`src/phase_step_pkg.sv`:
```
/*
  Constants shared by the phase-step and counter-bypass control block:
  select codes, bypass field layout, phase tap geometry and step timing.
  Assumes a single synchronous reconfiguration clock domain.
*/
package phase_step_pkg;

  // ----------------------------------------------------------------------
  // Counter select codes
  // ----------------------------------------------------------------------
  localparam int unsigned SEL_W        = 4;
  localparam logic [3:0]  SEL_ALL_OUT  = 4'h0;
  localparam logic [3:0]  SEL_MULT     = 4'h1;
  localparam logic [3:0]  SEL_OUT_BASE = 4'h2;
  localparam logic [3:0]  SEL_OUT_LAST = 4'hB;
  localparam int unsigned NUM_OUT      = 10;

  // ----------------------------------------------------------------------
  // Bypass setting field layout
  // ----------------------------------------------------------------------
  localparam int unsigned BYP_FIELD_W   = 9;
  localparam int unsigned BYP_CTRL_BIT  = 8;
  localparam int unsigned CNT_VALUE_W   = 16;
  localparam logic [7:0]  CNT_DIV_ONE   = 8'h01;
  localparam logic        POST_BYPASS_V = 1'b0;

  // ----------------------------------------------------------------------
  // Phase tap geometry and step timing
  // ----------------------------------------------------------------------
  localparam int unsigned TAP_W        = 3;
  localparam logic [2:0]  TAP_RESET    = 3'h0;
  localparam logic [2:0]  TAP_ONE      = 3'h1;
  localparam int unsigned SHIFT_CYC    = 1;
  localparam int unsigned LATCH_EDGES  = 2;

  typedef enum logic [1:0] {ST_IDLE, ST_WAIT, ST_SHIFT, ST_HOLD} step_state_t;

endpackage

```
`src/pll_phase_step_and_bypass.sv`:
```
/*
  Phase step sequencer and per-counter bypass decode for a clock
  synthesizer. Holds one eighth-period phase tap for the multiplier and each output counter.
  Assumes core_clk is the free-running reconfiguration clock and that
  the step inputs are synchronous to it.
*/
// Notes on behaviour
// RULE1 - A bypassed counter acts as multiply-by-one or divide-by-one.
// RULE2 - Bypass field is nine bits, LSB first; bit 8 zero means normal division.
// RULE3 - Bit 8 set bypasses the counter and ignores all other field bits.
// RULE4 - The post-scale divider bit bypasses on zero.
// RULE5 - Each counter segment carries a bypass bit and an odd-duty bit; here only the output counters take an odd-duty input.
// RULE6 - Phase steps move the tap of the selected counter without chain reload.
// RULE7 - Each step moves one eighth VCO period; outputs keep running.
// RULE8 - Four-bit select decodes multiplier, one output, or all outputs; registered.
// RULE9 - Code 0 all outputs, 1 multiplier, 2 to 11 outputs C0 to C9.
// RULE10 - Direction 1 shifts later, 0 shifts earlier; registered on rising edge.
// RULE11 - Step request is sampled on the falling clock edge.
// RULE12 - Controller sets direction and select, then holds request two cycles.
// RULE13 - Controller drops request only after completion flag goes low.
// RULE14 - Second rising edge after latch captures inputs and drops completion.
// RULE15 - Completion stays low until shift ends, then rises on internal timing.
// RULE16 - Controller starts no new step until completion returns high.
// RULE17 - Each request pulse yields exactly one step however long held.
// RULE18 - Request pulses are separated by at least one low cycle.
// RULE19 - Steps are unlimited and phase taps wrap around.
// RULE20 - The reconfiguration clock is free running from the core.
// RULE21 - Completion flag is high while no step is pending or running.
`timescale 1ns/1ps
module pll_phase_step_and_bypass
  import phase_step_pkg::*;
#(
  parameter int unsigned NUM_OUTPUTS = phase_step_pkg::NUM_OUT,
  parameter int unsigned SHIFT_CYCLES = phase_step_pkg::SHIFT_CYC
) (
  // Clock, reset and enable
  input  wire logic                                         core_clk,
  input  wire logic                                         reset,
  input  wire logic                                         clk_en,
  // Phase step handshake
  input  wire logic [phase_step_pkg::SEL_W-1:0]             step_target_sel,
  input  wire logic                                         step_direction,
  input  wire logic                                         step_request,
  output logic                                              step_complete,
  // Bypass setting fields, multiplier, pre-divider and outputs
  input  wire logic [phase_step_pkg::BYP_FIELD_W-1:0]       mult_bypass_field,
  input  wire logic [phase_step_pkg::BYP_FIELD_W-1:0]       prediv_bypass_field,
  input  wire logic [NUM_OUTPUTS*phase_step_pkg::BYP_FIELD_W-1:0] out_bypass_fields,
  input  wire logic                                         post_scale_bit,
  input  wire logic [NUM_OUTPUTS-1:0]                       out_odd_duty,
  // Effective counter configuration
  output logic                                              mult_bypassed,
  output logic                                              prediv_bypassed,
  output logic [NUM_OUTPUTS-1:0]                            out_bypassed,
  output logic [NUM_OUTPUTS-1:0]                            out_odd_duty_eff,
  output logic                                              post_scale_bypassed,
  // Phase tap selections, one eighth VCO period per tap
  output logic [phase_step_pkg::TAP_W-1:0]                  mult_tap,
  output logic [NUM_OUTPUTS*phase_step_pkg::TAP_W-1:0]      out_taps
);

  // ----------------------------------------------------------------------
  // Request sampling on the falling edge
  // ----------------------------------------------------------------------
  logic req_fall_r;
  logic req_seen_r;
  // RULE11 falling edge sample
  always_ff @(negedge core_clk or posedge reset) begin
    if (reset) begin
      req_fall_r <= 1'b0;
    end else if (clk_en) begin
      req_fall_r <= step_request;
    end
  end

  // ----------------------------------------------------------------------
  // Step sequencer
  // ----------------------------------------------------------------------
  step_state_t state_r;
  logic [1:0]  edge_cnt_r;
  logic [7:0]  shift_cnt_r;
  logic [3:0]  sel_r;
  logic        dir_r;
  logic        armed_r;
  logic        do_shift;

  // RULE17 one step per pulse
  always_ff @(posedge core_clk or posedge reset) begin
    if (reset) begin
      armed_r <= 1'b1;
    end else if (clk_en) begin
      if (!req_fall_r) begin
        armed_r <= 1'b1;
      end else if (state_r == ST_IDLE && armed_r) begin
        armed_r <= 1'b0;
      end
    end
  end

  assign req_seen_r = req_fall_r && armed_r;

  // RULE14 capture on second edge
  always_ff @(posedge core_clk or posedge reset) begin
    if (reset) begin
      state_r     <= ST_IDLE;
      edge_cnt_r  <= 2'h0;
      shift_cnt_r <= 8'h00;
      sel_r       <= SEL_ALL_OUT;
      dir_r       <= 1'b0;
    end else if (clk_en) begin
      case (state_r)
        ST_IDLE: begin
          if (req_seen_r) begin
            state_r    <= ST_WAIT;
            edge_cnt_r <= 2'h1;
          end
        end
        ST_WAIT: begin
          if (edge_cnt_r == 2'(LATCH_EDGES - 1)) begin
            // RULE8 registered select
            sel_r       <= step_target_sel;
            // RULE10 registered direction
            dir_r       <= step_direction;
            shift_cnt_r <= 8'(SHIFT_CYCLES);
            state_r     <= ST_SHIFT;
          end else begin
            edge_cnt_r <= edge_cnt_r + 2'h1;
          end
        end
        ST_SHIFT: begin
          // RULE15 internal shift timing
          if (shift_cnt_r <= 8'h01) begin
            state_r <= ST_IDLE;
          end else begin
            shift_cnt_r <= shift_cnt_r - 8'h01;
          end
        end
        default: begin
          state_r <= ST_IDLE;
        end
      endcase
    end
  end

  assign do_shift = clk_en && (state_r == ST_SHIFT) && (shift_cnt_r <= 8'h01);

  // RULE21 completion high when idle
  always_ff @(posedge core_clk or posedge reset) begin
    if (reset) begin
      step_complete <= 1'b1;
    end else if (clk_en) begin
      if (state_r == ST_WAIT && edge_cnt_r == 2'(LATCH_EDGES - 1)) begin
        step_complete <= 1'b0;
      end else if (state_r == ST_SHIFT && shift_cnt_r <= 8'h01) begin
        step_complete <= 1'b1;
      end
    end
  end

  // ----------------------------------------------------------------------
  // Phase taps
  // ----------------------------------------------------------------------
  // Taps wrap modulo eight, so stepping never saturates.
  // RULE6 tap moves without reload
  always_ff @(posedge core_clk or posedge reset) begin
    if (reset) begin
      mult_tap <= TAP_RESET;
    end else if (do_shift && sel_r == SEL_MULT) begin
      // RULE7 one eighth step
      mult_tap <= dir_r ? mult_tap + TAP_ONE : mult_tap - TAP_ONE;
    end
  end

  genvar gi;
  generate
    for (gi = 0; gi < NUM_OUTPUTS; gi++) begin : g_out
      logic hit;
      // RULE9 select decode
      assign hit = (sel_r == SEL_ALL_OUT) || (sel_r == 4'(SEL_OUT_BASE + gi));
      // RULE19 unlimited wrapping steps
      always_ff @(posedge core_clk or posedge reset) begin
        if (reset) begin
          out_taps[gi*TAP_W +: TAP_W] <= TAP_RESET;
        end else if (do_shift && hit) begin
          out_taps[gi*TAP_W +: TAP_W] <= dir_r ? out_taps[gi*TAP_W +: TAP_W] + TAP_ONE
                                               : out_taps[gi*TAP_W +: TAP_W] - TAP_ONE;
        end
      end
      // RULE3 bypass bit overrides field
      always_ff @(posedge core_clk or posedge reset) begin
        if (reset) begin
          out_bypassed[gi]     <= 1'b0;
          out_odd_duty_eff[gi] <= 1'b0;
        end else if (clk_en) begin
          out_bypassed[gi]     <= out_bypass_fields[gi*BYP_FIELD_W + BYP_CTRL_BIT];
          // RULE5 odd-duty ignored when bypassed
          out_odd_duty_eff[gi] <= out_odd_duty[gi]
                                  && !out_bypass_fields[gi*BYP_FIELD_W + BYP_CTRL_BIT];
        end
      end
    end
  endgenerate

  // ----------------------------------------------------------------------
  // Bypass decode for multiplier, pre-divider and post-scale divider
  // ----------------------------------------------------------------------
  // RULE1 bypass gives factor one
  // RULE2 bit eight is control
  always_ff @(posedge core_clk or posedge reset) begin
    if (reset) begin
      mult_bypassed       <= 1'b0;
      prediv_bypassed     <= 1'b0;
      post_scale_bypassed <= 1'b0;
    end else if (clk_en) begin
      mult_bypassed       <= mult_bypass_field[BYP_CTRL_BIT];
      prediv_bypassed     <= prediv_bypass_field[BYP_CTRL_BIT];
      // RULE4 inverted sense bit
      post_scale_bypassed <= (post_scale_bit == POST_BYPASS_V);
    end
  end

  // ----------------------------------------------------------------------
  // Checks
  // ----------------------------------------------------------------------
  // Counts enabled cycles with the completion flag low, so that the check
  // below holds for any shift length from 1 to 255 and not only for the default one.
  logic [7:0] low_cnt_r;
  always_ff @(posedge core_clk or posedge reset) begin
    if (reset) begin
      low_cnt_r <= 8'h00;
    end else if (clk_en) begin
      low_cnt_r <= step_complete ? 8'h00 : low_cnt_r + 8'h01;
    end
  end

  capture_drop_a: assert property (@(posedge core_clk) disable iff (reset) // RULE14
    (clk_en && state_r == ST_WAIT && edge_cnt_r == 2'(LATCH_EDGES - 1))
      |=> !step_complete)
    else $error("completion did not drop at capture edge");

  idle_high_a: assert property (@(posedge core_clk) disable iff (reset) // RULE21
    (state_r == ST_IDLE && $past(state_r) == ST_IDLE) |-> step_complete)
    else $error("completion low while idle");

  shift_end_a: assert property (@(posedge core_clk) disable iff (reset) // RULE15
    !step_complete |-> low_cnt_r < 8'(SHIFT_CYCLES))
    else $error("completion stayed low too long");

  one_step_a: assert property (@(posedge core_clk) disable iff (reset) // RULE17
    (state_r == ST_IDLE && !armed_r) |=> state_r == ST_IDLE)
    else $error("held request started a second step");

  mult_wrap_a: assert property (@(posedge core_clk) disable iff (reset) // RULE7
    (do_shift && sel_r == SEL_MULT && dir_r) |=> mult_tap == $past(mult_tap) + TAP_ONE)
    else $error("multiplier tap did not advance one step");

  bypass_map_a: assert property (@(posedge core_clk) disable iff (reset) // RULE2
    clk_en |=> mult_bypassed == $past(mult_bypass_field[BYP_CTRL_BIT]))
    else $error("multiplier bypass not taken from control bit");

  post_inv_a: assert property (@(posedge core_clk) disable iff (reset) // RULE4
    (clk_en && !post_scale_bit) |=> post_scale_bypassed)
    else $error("post-scale zero did not bypass");

  wait_two_a: assert property (@(posedge core_clk) disable iff (reset) // RULE11
    (state_r == ST_IDLE && $past(state_r) == ST_IDLE && clk_en && req_seen_r)
      |=> state_r == ST_WAIT ##1 (!clk_en || state_r == ST_SHIFT || state_r == ST_WAIT))
    else $error("request not followed into wait");

endmodule

```
`config.mk`:
```
export PLATFORM = sky130hd
export DESIGN_NAME = pll_phase_step_and_bypass
export DESIGN_NICKNAME = d
export VERILOG_FILES = /design/src/phase_step_pkg.sv /design/src/pll_phase_step_and_bypass.sv
export SDC_FILE = /design/constraint.sdc
export NUM_CORES = 1
export LEC_CHECK = 0
export BUFFER_PORTS_ARGS = -buffer_cell sky130_fd_sc_hd__buf_2
export CAP_MARGIN = 20
export CORE_ASPECT_RATIO = 1.75
export CORE_UTILIZATION = 49
export DETAILED_ROUTE_END_ITERATION = 8
export GPL_ROUTABILITY_DRIVEN = 0
export HOLD_SLACK_MARGIN = 0.06
export PLACE_DENSITY = 0.9
export SLEW_MARGIN = 15
export SYNTH_ARGS = -nofsm -noshare
export SYNTH_HDL_FRONTEND = slang
export SYNTH_SLANG_ARGS = --single-unit
```
`constraint.sdc`:
```
create_clock -name core_clk -period 5.5 [get_ports core_clk]
set_input_delay 0.275 -clock core_clk [delete_from_list [all_inputs] [get_ports core_clk]]
set_output_delay 0.275 -clock core_clk [all_outputs]
set_load 0.05 [all_outputs]
```
After elaboration in Yosys (flattened, before gate mapping)
Cells that the tools add are included.
{"block": "op_classes", "addsub": 24, "n_mux": 24, "n_bitwise": 1, "n_eq_ne": 20, "magnitude_cmp": 1, "reduce_logical": 58}
{"cell": "$add 3x1->3 const B", "count": 11}
{"cell": "$mux 3", "count": 11}
{"cell": "$sub 3x1->3 const B", "count": 11}
{"cell": "$logic_and 1x1->1", "count": 27}
{"cell": "$eq 4x3->1 const B", "count": 4}
{"cell": "$eq 4x4->1 const B", "count": 4}
{"cell": "$mux 8", "count": 2}
{"cell": "$pmux 8 s2", "count": 1}
{"cell": "$reduce_and 4->1", "count": 3}
{"cell": "$logic_not 1->1", "count": 10}
{"cell": "$logic_or 1x1->1", "count": 10}
{"cell": "$ne 2x2->1 const B", "count": 5}
{"cell": "$eq 4x2->1 const B", "count": 2}
{"cell": "$le 8x1->1 const B", "count": 1}
{"cell": "$mux 2", "count": 4}
{"cell": "$sub 8x1->8 const B", "count": 1}
{"cell": "$pmux 2 s3", "count": 1}
{"cell": "$reduce_bool 2->1", "count": 3}
{"cell": "$eq 2x1->1 const B", "count": 2}
{"cell": "$eq 4x1->1 const B", "count": 1}
{"cell": "$logic_not 4->1", "count": 1}
{"cell": "$mux 1", "count": 4}
{"cell": "$pmux 2 s2", "count": 1}
{"cell": "$reduce_and 2->1", "count": 2}
{"cell": "other kinds (6)", "count": 6}
{"block": "word_totals", "wordCells": 170, "out_inout_bits": 57, "in_bits": 128, "reg_bits": 76}

Logic depth before layout (Yosys ltp)
Gate-level depths: netlist (run 1).
{"block": "logic_depth", "ltp_word": 4, "depth_mapped": 8, "mapped_depth_nobuf": 6}

==> metrics.txt, run 1 <==
Cell variety after synth 46; Final #Nets 532; htree depth 3; TritonCTS clock tree built; top-count cell post-synth dfrtp_1; Starting Density 0.5093; Rows 41; WP data arrival ~4000 ps; GRT Util Overall 0.2111; Detail Route Antenna Nets 0; worst clock skew about 10 ps; gr ovfl total 0; width of the die ~68 um; Seq/Total Area, Yosys 0.5170; WHS Path Cells 2; CTS buffer count 9; DRC viols 0; Reg2Reg Depth 3; ant diodes 0; initial antenna violation count 0; Pre-antenna DRT Iters 4; clk root buf clkbuf_16; first-pass GRT wire length 12340 um; die height 116.7 um; number of global-route vias before repair around 2700; synth top area cells dfrtp_1, xor2_1, mux2_2; Post-synth ARST share 1.000; Core Area between 7000 and 8000 um2; fin. max-slew vios 0; Vias/cell 5.422; FF+latch count, synth 76; Final Setup Violations 0; crit start category flop; Sink Count 76; routed vias 2608; IO Pins ~190; synth warn 0; max_cap viols 0; worst hold path class input pin to flop; worst-margin pin slew between 900 and 1000 ps; status finished, final reports clean; insertion delay to the later sink of the worst-skew pair roughly 340 ps; post-synthesis cell count 305; commonest cells in the netlist dfrtp_1, xor2_1, nand2_1, mux2_2, nor2_1; Synth Net Count roughly 450; clk slew on worst S/H paths around 60 ps; setup bufs post-CTS 0; worst setup path class flop to flop; largest area contributor in the netlist dfrtp_1; post-synthesis cell area roughly 3700 um2; Post-DP HPWL between 5000 and 6000 um; WL per Instance 15.62 um; Setup WS pre-CTS approximately 1600 ps; initial drt markers ~150; # hold bufs at CTS 0; port bufs just under 90; setup TNS 0 ps; RSZ-0062 raised after global routing no; Fin. Hold Viols 0; layout cell share with drive strength beyond 1 0.3544; Synth-to-Final Area Change 20.79%; Gates resized, CTS repair 0; max_slew headroom 0.3777; Max Buffers Root-to-Sink 2; Top FF cell, synth dfrtp_1; post-synth top area share 0.4959; Die ar. ~7900 um2; number of synthesized flops with an enable pin 0; # fillers between 500 and 600; largest net degree at the start of global routing between 70 and 80; WP data required roughly 5700 ps; routed wire length between 7000 and 8000 um; VDD IR max 0.0002805 V; CP Max Fanout 3; Mapped Avg Cell Area ~12 um2; Lkg Pwr 2.303 nW; setup ws final about 1800 ps; P per Cell Area between 500 and 600 nW/um2; endpoint type of the worst setup path flop
worst max-delay path, stage by stage (launching register included):
cell     delay, ps
dfrtn_1        430
nand2_1         90
a21oi_1        190
o22ai_1        110
power by group:
group	total [mW]	switching [mW]	internal, mW
Sequential	0.960	0.235	0.725
Clock	0.555	0.212	0.343
Combinational	1.11	0.744	0.367
through the flow:
step | hold WS (ps) | cell area (um2) | total power, mW | instances | utilization
2_1_floorplan | 357.5 | 3684 | 1.816 | 305 | -
3_3_place_gp | 450.3 | 4164 | 2.020 | 465 | 0.5757
3_5_place_dp | 453.3 | 4164 | 2.084 | 465 | 0.5757
4_1_cts | 115.8 | 4449 | 2.650 | 481 | 0.6151
5_1_grt | 119.4 | 4449 | 2.808 | 481 | 0.6151
6_report | 125.6 | 4449 | 2.626 | 481 | 0.6151
kinds of logic (layout without fill, tap and decap cells):
group / Yosys count / in the layout / synth area share
AND/OR/NAND/NOR: 90 / 90 / 0.1420
flip-flops: 76 / 76 / 0.5170
XOR/XNOR: 38 / 38 / 0.09035
AO/OA/AOI/OAI: 33 / 33 / 0.06115
multiplexers: 30 / 30 / 0.09001
buffers and inverters: 24 / 114 / 0.02955
adder cells (fa/ha/maj): 14 / 14 / 0.06997
registers in the layout (all words and copies together) (netlist names):
register	cells
shift_cnt_r	8
mult_tap	3
armed_r	1
out_bypassed	10
state_r	2
req_fall_r	1
out_taps	30
out_odd_duty_eff	10
edge_cnt_r	2
post_scale_bypassed	1
dir_r	1
step_complete	1
sel_r	4
mult_bypassed	1
prediv_bypassed	1
metal layers:
metal  wire, um  up-vias  track usage
met5          0        -            0
met4        166        0      0.08085
met3        422       17      0.07227
met2       3876       95       0.3505
met1       3048     1279       0.2449
li1           -     1217            -
final cells by class:
class	count	area [um2]	share of cell area
timing repair buffer	89	447.9	0.1007
tap	86	107.6	0.02418
sequential	76	1904	0.4280
clock buffer	15	277.8	0.06243
inverter	9	33.78	0.007593
multi-input combinational	205	1670	0.3754
clock inverter	1	7.507	0.001687
worst paths after layout:
check                                          from                         endpoint  slack (ps)
hold / removal                out_bypass_fields[89]  out_odd_duty_eff[9]$_DFFE_PP0P_         130
min in group asynchronous                     reset          out_taps[5]$_DFFE_PP0P_         270
setup / recovery             req_fall_r$_DFFE_NP0P_        edge_cnt_r[1]$_DFFE_PP0P_        1810
hold reg to reg            out_taps[26]$_DFFE_PP0P_         out_taps[26]$_DFFE_PP0P_         460
setup reg to reg             req_fall_r$_DFFE_NP0P_        edge_cnt_r[1]$_DFFE_PP0P_        1810
max in group asynchronous                     reset           req_fall_r$_DFFE_NP0P_        2950
layout by cell type, fill, tap and decap left out, types with 3 or more instances in the layout:
master     netlist  routed
a21oi_1          6       6
a22o_1           9       9
buf_2            6      88
clkbuf_1         6       3
clkbuf_16        0       9
clkbuf_8         0       3
dfrtp_1         73      73
fa_1            11      11
ha_1             3       3
inv_1            9       8
mux2_2          24      24
mux2i_1          5       5
nand2_1         25      25
nand2b_1         3       3
nand3b_1         3       3
nor2_1          22      22
nor3_1           7       7
nor4_1           3       3
nor4_2           3       3
o21ai_0          8       8
or4_1            6       6
xnor2_1          6       6
xor2_1          32      32
No activity file was read; power rests on OpenSTA's default activity.
==> inputs of run 2 (changes only) <==
- CORE_UTILIZATION: 49 -> 46
- PLACE_DENSITY: 0.9 -> 0.85
- clock period: 5.5 -> 3.7 ns (I/O delays scaled with it)
==> run 2 against run 1 <==
  * Register-to-register slack worse by 910 ps
  * Via count unchanged
  * Sequential share of layout area down 0.61 points
  * Clock power is 38% higher
  * First-iteration DRC count is 40% lower
  * Clock skew decreased by 2.5 ps
  * Non-clock buffer count is 9 higher
  * Setup slack worse by 910 ps
  * Critical endpoint unchanged
==> metrics.txt, run 2 (same netlist as run 1, synthesis figures left out) <==
CP Max Fanout 3 (unchanged); first-pass GRT wire length 12550 um (+1.7%); port bufs 88 (unchanged); WHS Path Cells 2 (unchanged); largest net degree at the start of global routing 76 (unchanged); number of global-route vias before repair 2738 (+0.70%); worst hold path class input pin to flop; initial antenna violation count 0 (unchanged); htree depth 3 (unchanged); Cell Int Power 2.091 mW (+46%); max_slew headroom 0.3723 (-0.005477); DRC viols 0 (unchanged); Vias/cell 5.301 (-2.2%); most frequent cells in the layout buf_2, dfrtp_1, xor2_1; largest register by flop count out_taps; Max Buffers Root-to-Sink 2 (unchanged); Power Total 3.846 mW (+46%); initial drt markers 88 (-40%); Die ar. 8384 um2 (+6.4%); CTS buffer count 9 (unchanged); routed wire length 7350 um (-2.2%); clk slew on worst S/H paths 60 ps (about the same); Synth-to-Final Area Change 22.52%; worst-path cell chain nand2_1 > a21oi_1 > o22ai_1; part of the power in combinational logic 0.440 (+0.017); die height 120.4 um (+3.2%); setup TNS 0 ps (unchanged); WP data required 3910 ps (-1800 ps); max_cap viols 0 (unchanged); number of flip-flops under the largest register name 30 (unchanged); TritonCTS clock tree built; status finished, final reports clean; Sink Count 76 (unchanged); # fillers 642 (+16%); Lkg Pwr 2.325 nW (+0.97%); Switch Pwr 1.755 mW (+47%); gr ovfl total 0 (unchanged); Core Area 7672 um2 (+6.1%); biggest regs out_taps (30), out_bypassed (10), out_odd_duty_eff (10); commonest non-fill, non-tap cell in the layout buf_2; width of the die 69.65 um (+3.1%); WP data arrival 3010 ps (-890 ps); Clk pwr share 0.199 (-0.012); RSZ-0062 raised after global routing no; crit start category flop; P per Cell Area 852.3 nW/um2 (+44%); worst hold slack 71.06 ps (-54.54 ps); Detail Route Antenna Nets 0 (unchanged); Post-DP HPWL 5319 um (about the same); Rows 42 (+2.4%); Slowest-stage cell, CP dfrtn_1; Final Setup Violations 0 (unchanged); VDD IR max 0.0003783 V (+35%); clk root buf clkbuf_16; routed vias 2608 (unchanged); Starting Density 0.4801 (-0.02915); setup bufs post-CTS 0 (unchanged); CP peak stage delay 420 ps (about the same); worst clock skew 7.655 ps (-2.544 ps); # hold bufs at CTS 7 (+7); Fin. Hold Viols 0 (unchanged); insertion delay to the later sink of the worst-skew pair 330 ps (about the same); GRT Util Overall 0.1909 (-0.02024); Final #Nets 541 (+1.7%); worst setup path class flop to flop; ant diodes 0 (unchanged); WL per Instance 14.94 um (-4.4%); switching portion of total power 0.4564 (+0.003031); layout cell share with drive strength beyond 1 0.3490 (-0.005420); fin. max-slew vios 0 (unchanged); Gates resized, CTS repair 0 (unchanged); IO Pins 185 (unchanged); worst-margin pin slew 941.6 ps (+8.216 ps); endpoint type of the worst setup path flop; Reg2Reg Depth 3 (unchanged); Pre-antenna DRT Iters 4 (unchanged); share of power burned in registers 0.361 (-0.005)
-- run 2: layer usage --
metal	wire length, um	vias to the layer above	track usage
met2	4081	78	0.3428
li1	-	1239	-
met4	108	0	0.07500
met5	0	-	0
met1	2803	1281	0.2167
met3	356	10	0.04500
-- run 2: area by class of cell --
type	instances	area [um2]	area share
Clock buffer	13	240.2	0.05323
Sequential cell	76	1904	0.4220
Multi-Input combinational cell	205	1670	0.3701
Inverter	9	37.54	0.008317
Clock inverter	3	17.52	0.003881
Tap cell	88	110.1	0.02440
Timing Repair Buffer	98	533.0	0.1181
-- run 2: stage by stage --
step	util	worst slack, ps	std cells	area, um2
after floorplan	-	902.6	305	3687
after global placement	0.5455	954.9	469	4185
after detailed placement	0.5455	908.3	469	4185
after CTS	0.5882	903.2	492	4513
after global routing	0.5882	814.5	492	4513
final	0.5882	900.0	492	4513
-- run 2: path summary, 6_finish.rpt --
| kind | end | from | slack (ps) |
|---|---|---|---|
| setup / recovery | edge_cnt_r[1]$_DFFE_PP0P_ | req_fall_r$_DFFE_NP0P_ | 900 |
| setup reg to reg | edge_cnt_r[1]$_DFFE_PP0P_ | req_fall_r$_DFFE_NP0P_ | 900 |
| hold / removal | out_odd_duty_eff[1]$_DFFE_PP0P_ | out_odd_duty[1] | 70 |
| hold reg to reg | out_taps[14]$_DFFE_PP0P_ | out_taps[14]$_DFFE_PP0P_ | 460 |
| min in group asynchronous | post_scale_bypassed$_DFFE_PP0P_ | reset | 200 |
| max in group asynchronous | req_fall_r$_DFFE_NP0P_ | reset | 2120 |
-- run 2: power groups by stage --
stage          sequential, mW  combinational (mW)  clock [mW]
2_1_floorplan            1.85               0.852           0
3_3_place_gp             1.39                1.62           0
3_5_place_dp             1.41                1.70           0
4_1_cts                  1.39                1.71       0.788
5_1_grt                  1.44                1.85       0.817
6_report                 1.39                1.69       0.765
-- run 2: worst max-delay path: cells and delay by family, from the launching register on --
kind,cells,cell delay [ps]
simple gates,1,80
compound gates,2,310
flops,1,420
==> inputs of run 3 (changes only) <==
- ABC_AREA: unset -> 1
- clock period: 3.7 -> 2.9 ns (I/O delays scaled with it)
==> run 3 against run 2 <==
  * Via count increased by 25%
  * Combinational power rose by 19%
  * Hold slack worse by 5.1 ps
  * Utilization increased by 1.3 points
  * Clock power grew 41%
  * Critical path type unchanged
  * Die area rose by 3.5%
  * Area after synthesis grew 3.5%
  * Non-clock buffer count increased by 10
  * Largest power group unchanged
  * Design area increased by 6.0%
  * Sequential cell count did not move
  * Critical endpoint is now state_r[0]$_DFFE_PP0P_
  * Sequential share of layout area fell by 2.4 points
==> metrics.txt, run 3 <==
status finished, final reports clean; Top FF cell, synth dfrtp_1; initial antenna violation count 0 (unchanged); ant diodes 0 (unchanged); number of flip-flops under the largest register name 30 (unchanged); synth warn 0 (unchanged); max_slew headroom 0.3798 (+0.007530); Fin. Hold Viols 0 (unchanged); GRT Util Overall 0.2357 (+0.04489); WHS Path Cells 3 (+1); Core Area 7963 um2 (+3.8%); Reg area 1904 um2 (unchanged); Synth Net Count 565 (+26%); endpoint type of the worst setup path flop; largest register by flop count out_taps; DRC viols 0 (unchanged); clk root buf clkbuf_16; CTS buffer count 9 (unchanged); Seq/Total Area, Yosys 0.4993 (-0.01764); RSZ-0062 raised after global routing no; Lkg Pwr 2.622 nW (+13%); CP Max Fanout 3 (unchanged); largest net degree at the start of global routing 76 (unchanged); insertion delay to the later sink of the worst-skew pair 340 ps (about the same); Worst Hold Endpoint out_bypassed[3]$_DFFE_PP0P_; TritonCTS clock tree built; synth top area cells dfrtp_1, nand2_1, fa_1; Rows 43 (+2.4%); Post-synth ARST share 1.000 (unchanged); clk slew on worst S/H paths 60 ps (about the same); post-synthesis cell area 3814 um2 (+3.5%); max_cap viols 0 (unchanged); setup TNS 0 ps (unchanged); worst hold path class input pin to flop; area of the multi-input gates 1734 um2 (+3.8%); WP data required 3120 ps (-790 ps); post-synth top area share 0.4790 (-0.01692); WL per Instance 14.53 um (-2.8%); number of synthesized flops with an enable pin 0 (unchanged); FF+latch count, synth 76 (unchanged); width of the die 70.83 um (+1.7%); worst clock skew 8.728 ps (+1.072 ps); Final #Nets 674 (+25%); VDD IR max 0.0005633 V (+49%); RR Startpoint req_fall_r$_DFFE_NP0P_; worst-margin pin slew 930.3 ps (-11.30 ps); P per Cell Area 981.3 nW/um2 (+15%); Sink Count 76 (unchanged); routed vias 3257 (+25%); Synth-to-Final Area Change 25.46%; # fillers 654 (+1.9%); crit start category flop; most frequent cells in the layout nand2_1, buf_2, dfrtp_1; Max Buffers Root-to-Sink 2 (unchanged); biggest regs out_taps (30), out_bypassed (10), out_odd_duty_eff (10); R2R Setup Slk 170 ps (-730 ps); Final Setup Violations 0 (unchanged); port bufs 88 (unchanged); post-synthesis cell count 423 (+39%); Detail Route Antenna Nets 0 (unchanged); Pre-antenna DRT Iters 8 (+4); layout cell share with drive strength beyond 1 0.2402 (-0.1088); Power Total 4.695 mW (+22%); worst setup path class flop to flop; Reg2Reg Depth 7 (+4); commonest non-fill, non-tap cell in the layout nand2_1; initial drt markers 229 (+160%); Starting Density 0.4789 (-0.001160); fin. max-slew vios 0 (unchanged); gr ovfl total 0 (unchanged); top-count cell post-synth nand2_1; worst reg2reg path endpoint state_r[0]$_DFFE_PP0P_; commonest cells in the netlist nand2_1, dfrtp_1, nor2_1, nand3_1, inv_1; number of global-route vias before repair 3441 (+26%); Vias/cell 5.195 (-2.0%); largest area contributor in the netlist dfrtp_1; Post-DP HPWL 5894 um (+11%); Cell variety after synth 33 (-28%); IO Pins 185 (unchanged); routed wire length 9109 um (+24%); Mapped Avg Cell Area 9.016 um2 (-25%); htree depth 3 (unchanged); Die ar. 8673 um2 (+3.5%); die height 122.5 um (+1.7%); WP data arrival 2940 ps (-70 ps); first-pass GRT wire length 15900 um (+27%); Worst Hold Launch out_bypass_fields[35]
## run 3: logic make-up after synthesis
logic type	count (synthesis)	share of synthesized area
DFF	76	0.4993
adders and majority gates	14	0.06759
buffers and inverters	37	0.04659
and+or+nand+nor	236	0.2710
muxes	1	0.002953
xor gates and xnor gates	24	0.05512
AOI/OAI and AO/OA	35	0.05741
## run 3: how the worst max path moves through the flow
| stage | from | end | cells past startpoint |
|---|---|---|---|
| 6_report | req_fall_r$_DFFE_NP0P_ | state_r[0]$_DFFE_PP0P_ | 7 |
| 5_1_grt | req_fall_r$_DFFE_NP0P_ | state_r[0]$_DFFE_PP0P_ | 7 |
| 2_1_floorplan | req_fall_r$_DFFE_NP0P_ | state_r[0]$_DFFE_PP0P_ | 7 |
| 3_3_place_gp | req_fall_r$_DFFE_NP0P_ | state_r[0]$_DFFE_PP0P_ | 7 |
| 4_1_cts | req_fall_r$_DFFE_NP0P_ | state_r[0]$_DFFE_PP0P_ | 7 |
| 3_5_place_dp | req_fall_r$_DFFE_NP0P_ | state_r[0]$_DFFE_PP0P_ | 7 |
## run 3: power by group
part           internal, mW  switching, mW  total (mW)
Combinational         0.624           1.39        2.01
Sequential             1.32          0.289        1.61
Clock                 0.648          0.429        1.08
## run 3: through the flow
step	instances	instance area, um2	hold WS [ps]	setup WS, ps	utilization
6_report	627	4785	66.00	173.9	0.6009
3_5_place_dp	592	4302	351.1	273.7	0.5402
2_1_floorplan	423	3817	256.7	372.0	-
5_1_grt	627	4785	64.29	20.41	0.6009
3_3_place_gp	592	4302	342.8	292.1	0.5402
4_1_cts	627	4782	61.65	113.4	0.6006
## run 3: timing repair
action / in CTS / in global routing
endpoints found under the hold margin: 19 / 0
hold buffers: 19 / 0
endpoints found under the setup margin: 0 / 1
resized for setup: 0 / 1
setup buffers: 0 / 0
## run 3: cell type report
class,count,share of cell area
clock buffer,13,0.05649
clock inverter,3,0.004184
inverter,27,0.02197
multi-input combinational,310,0.3624
sequential,76,0.3980
tap,90,0.02354
timing repair buffer,108,0.1334
## run 3: worst max-delay path: stages, from the launching register on
cell	delay, ps
dfrtn_1	400
inv_1	50
o21ai_0	130
nand2_1	110
nor2_2	150
o21ai_0	110
o21ai_0	120
inv_1	70
## run 3: metal layers
metal	wire, um	part of all wire	up-vias	GRT usage
li1	-	-	1565	-
met1	3712	0.41	1566	0.2783
met2	4566	0.50	108	0.3972
met3	590	0.065	18	0.06322
met4	240	0.026	0	0.1125
met5	0	0	-	0
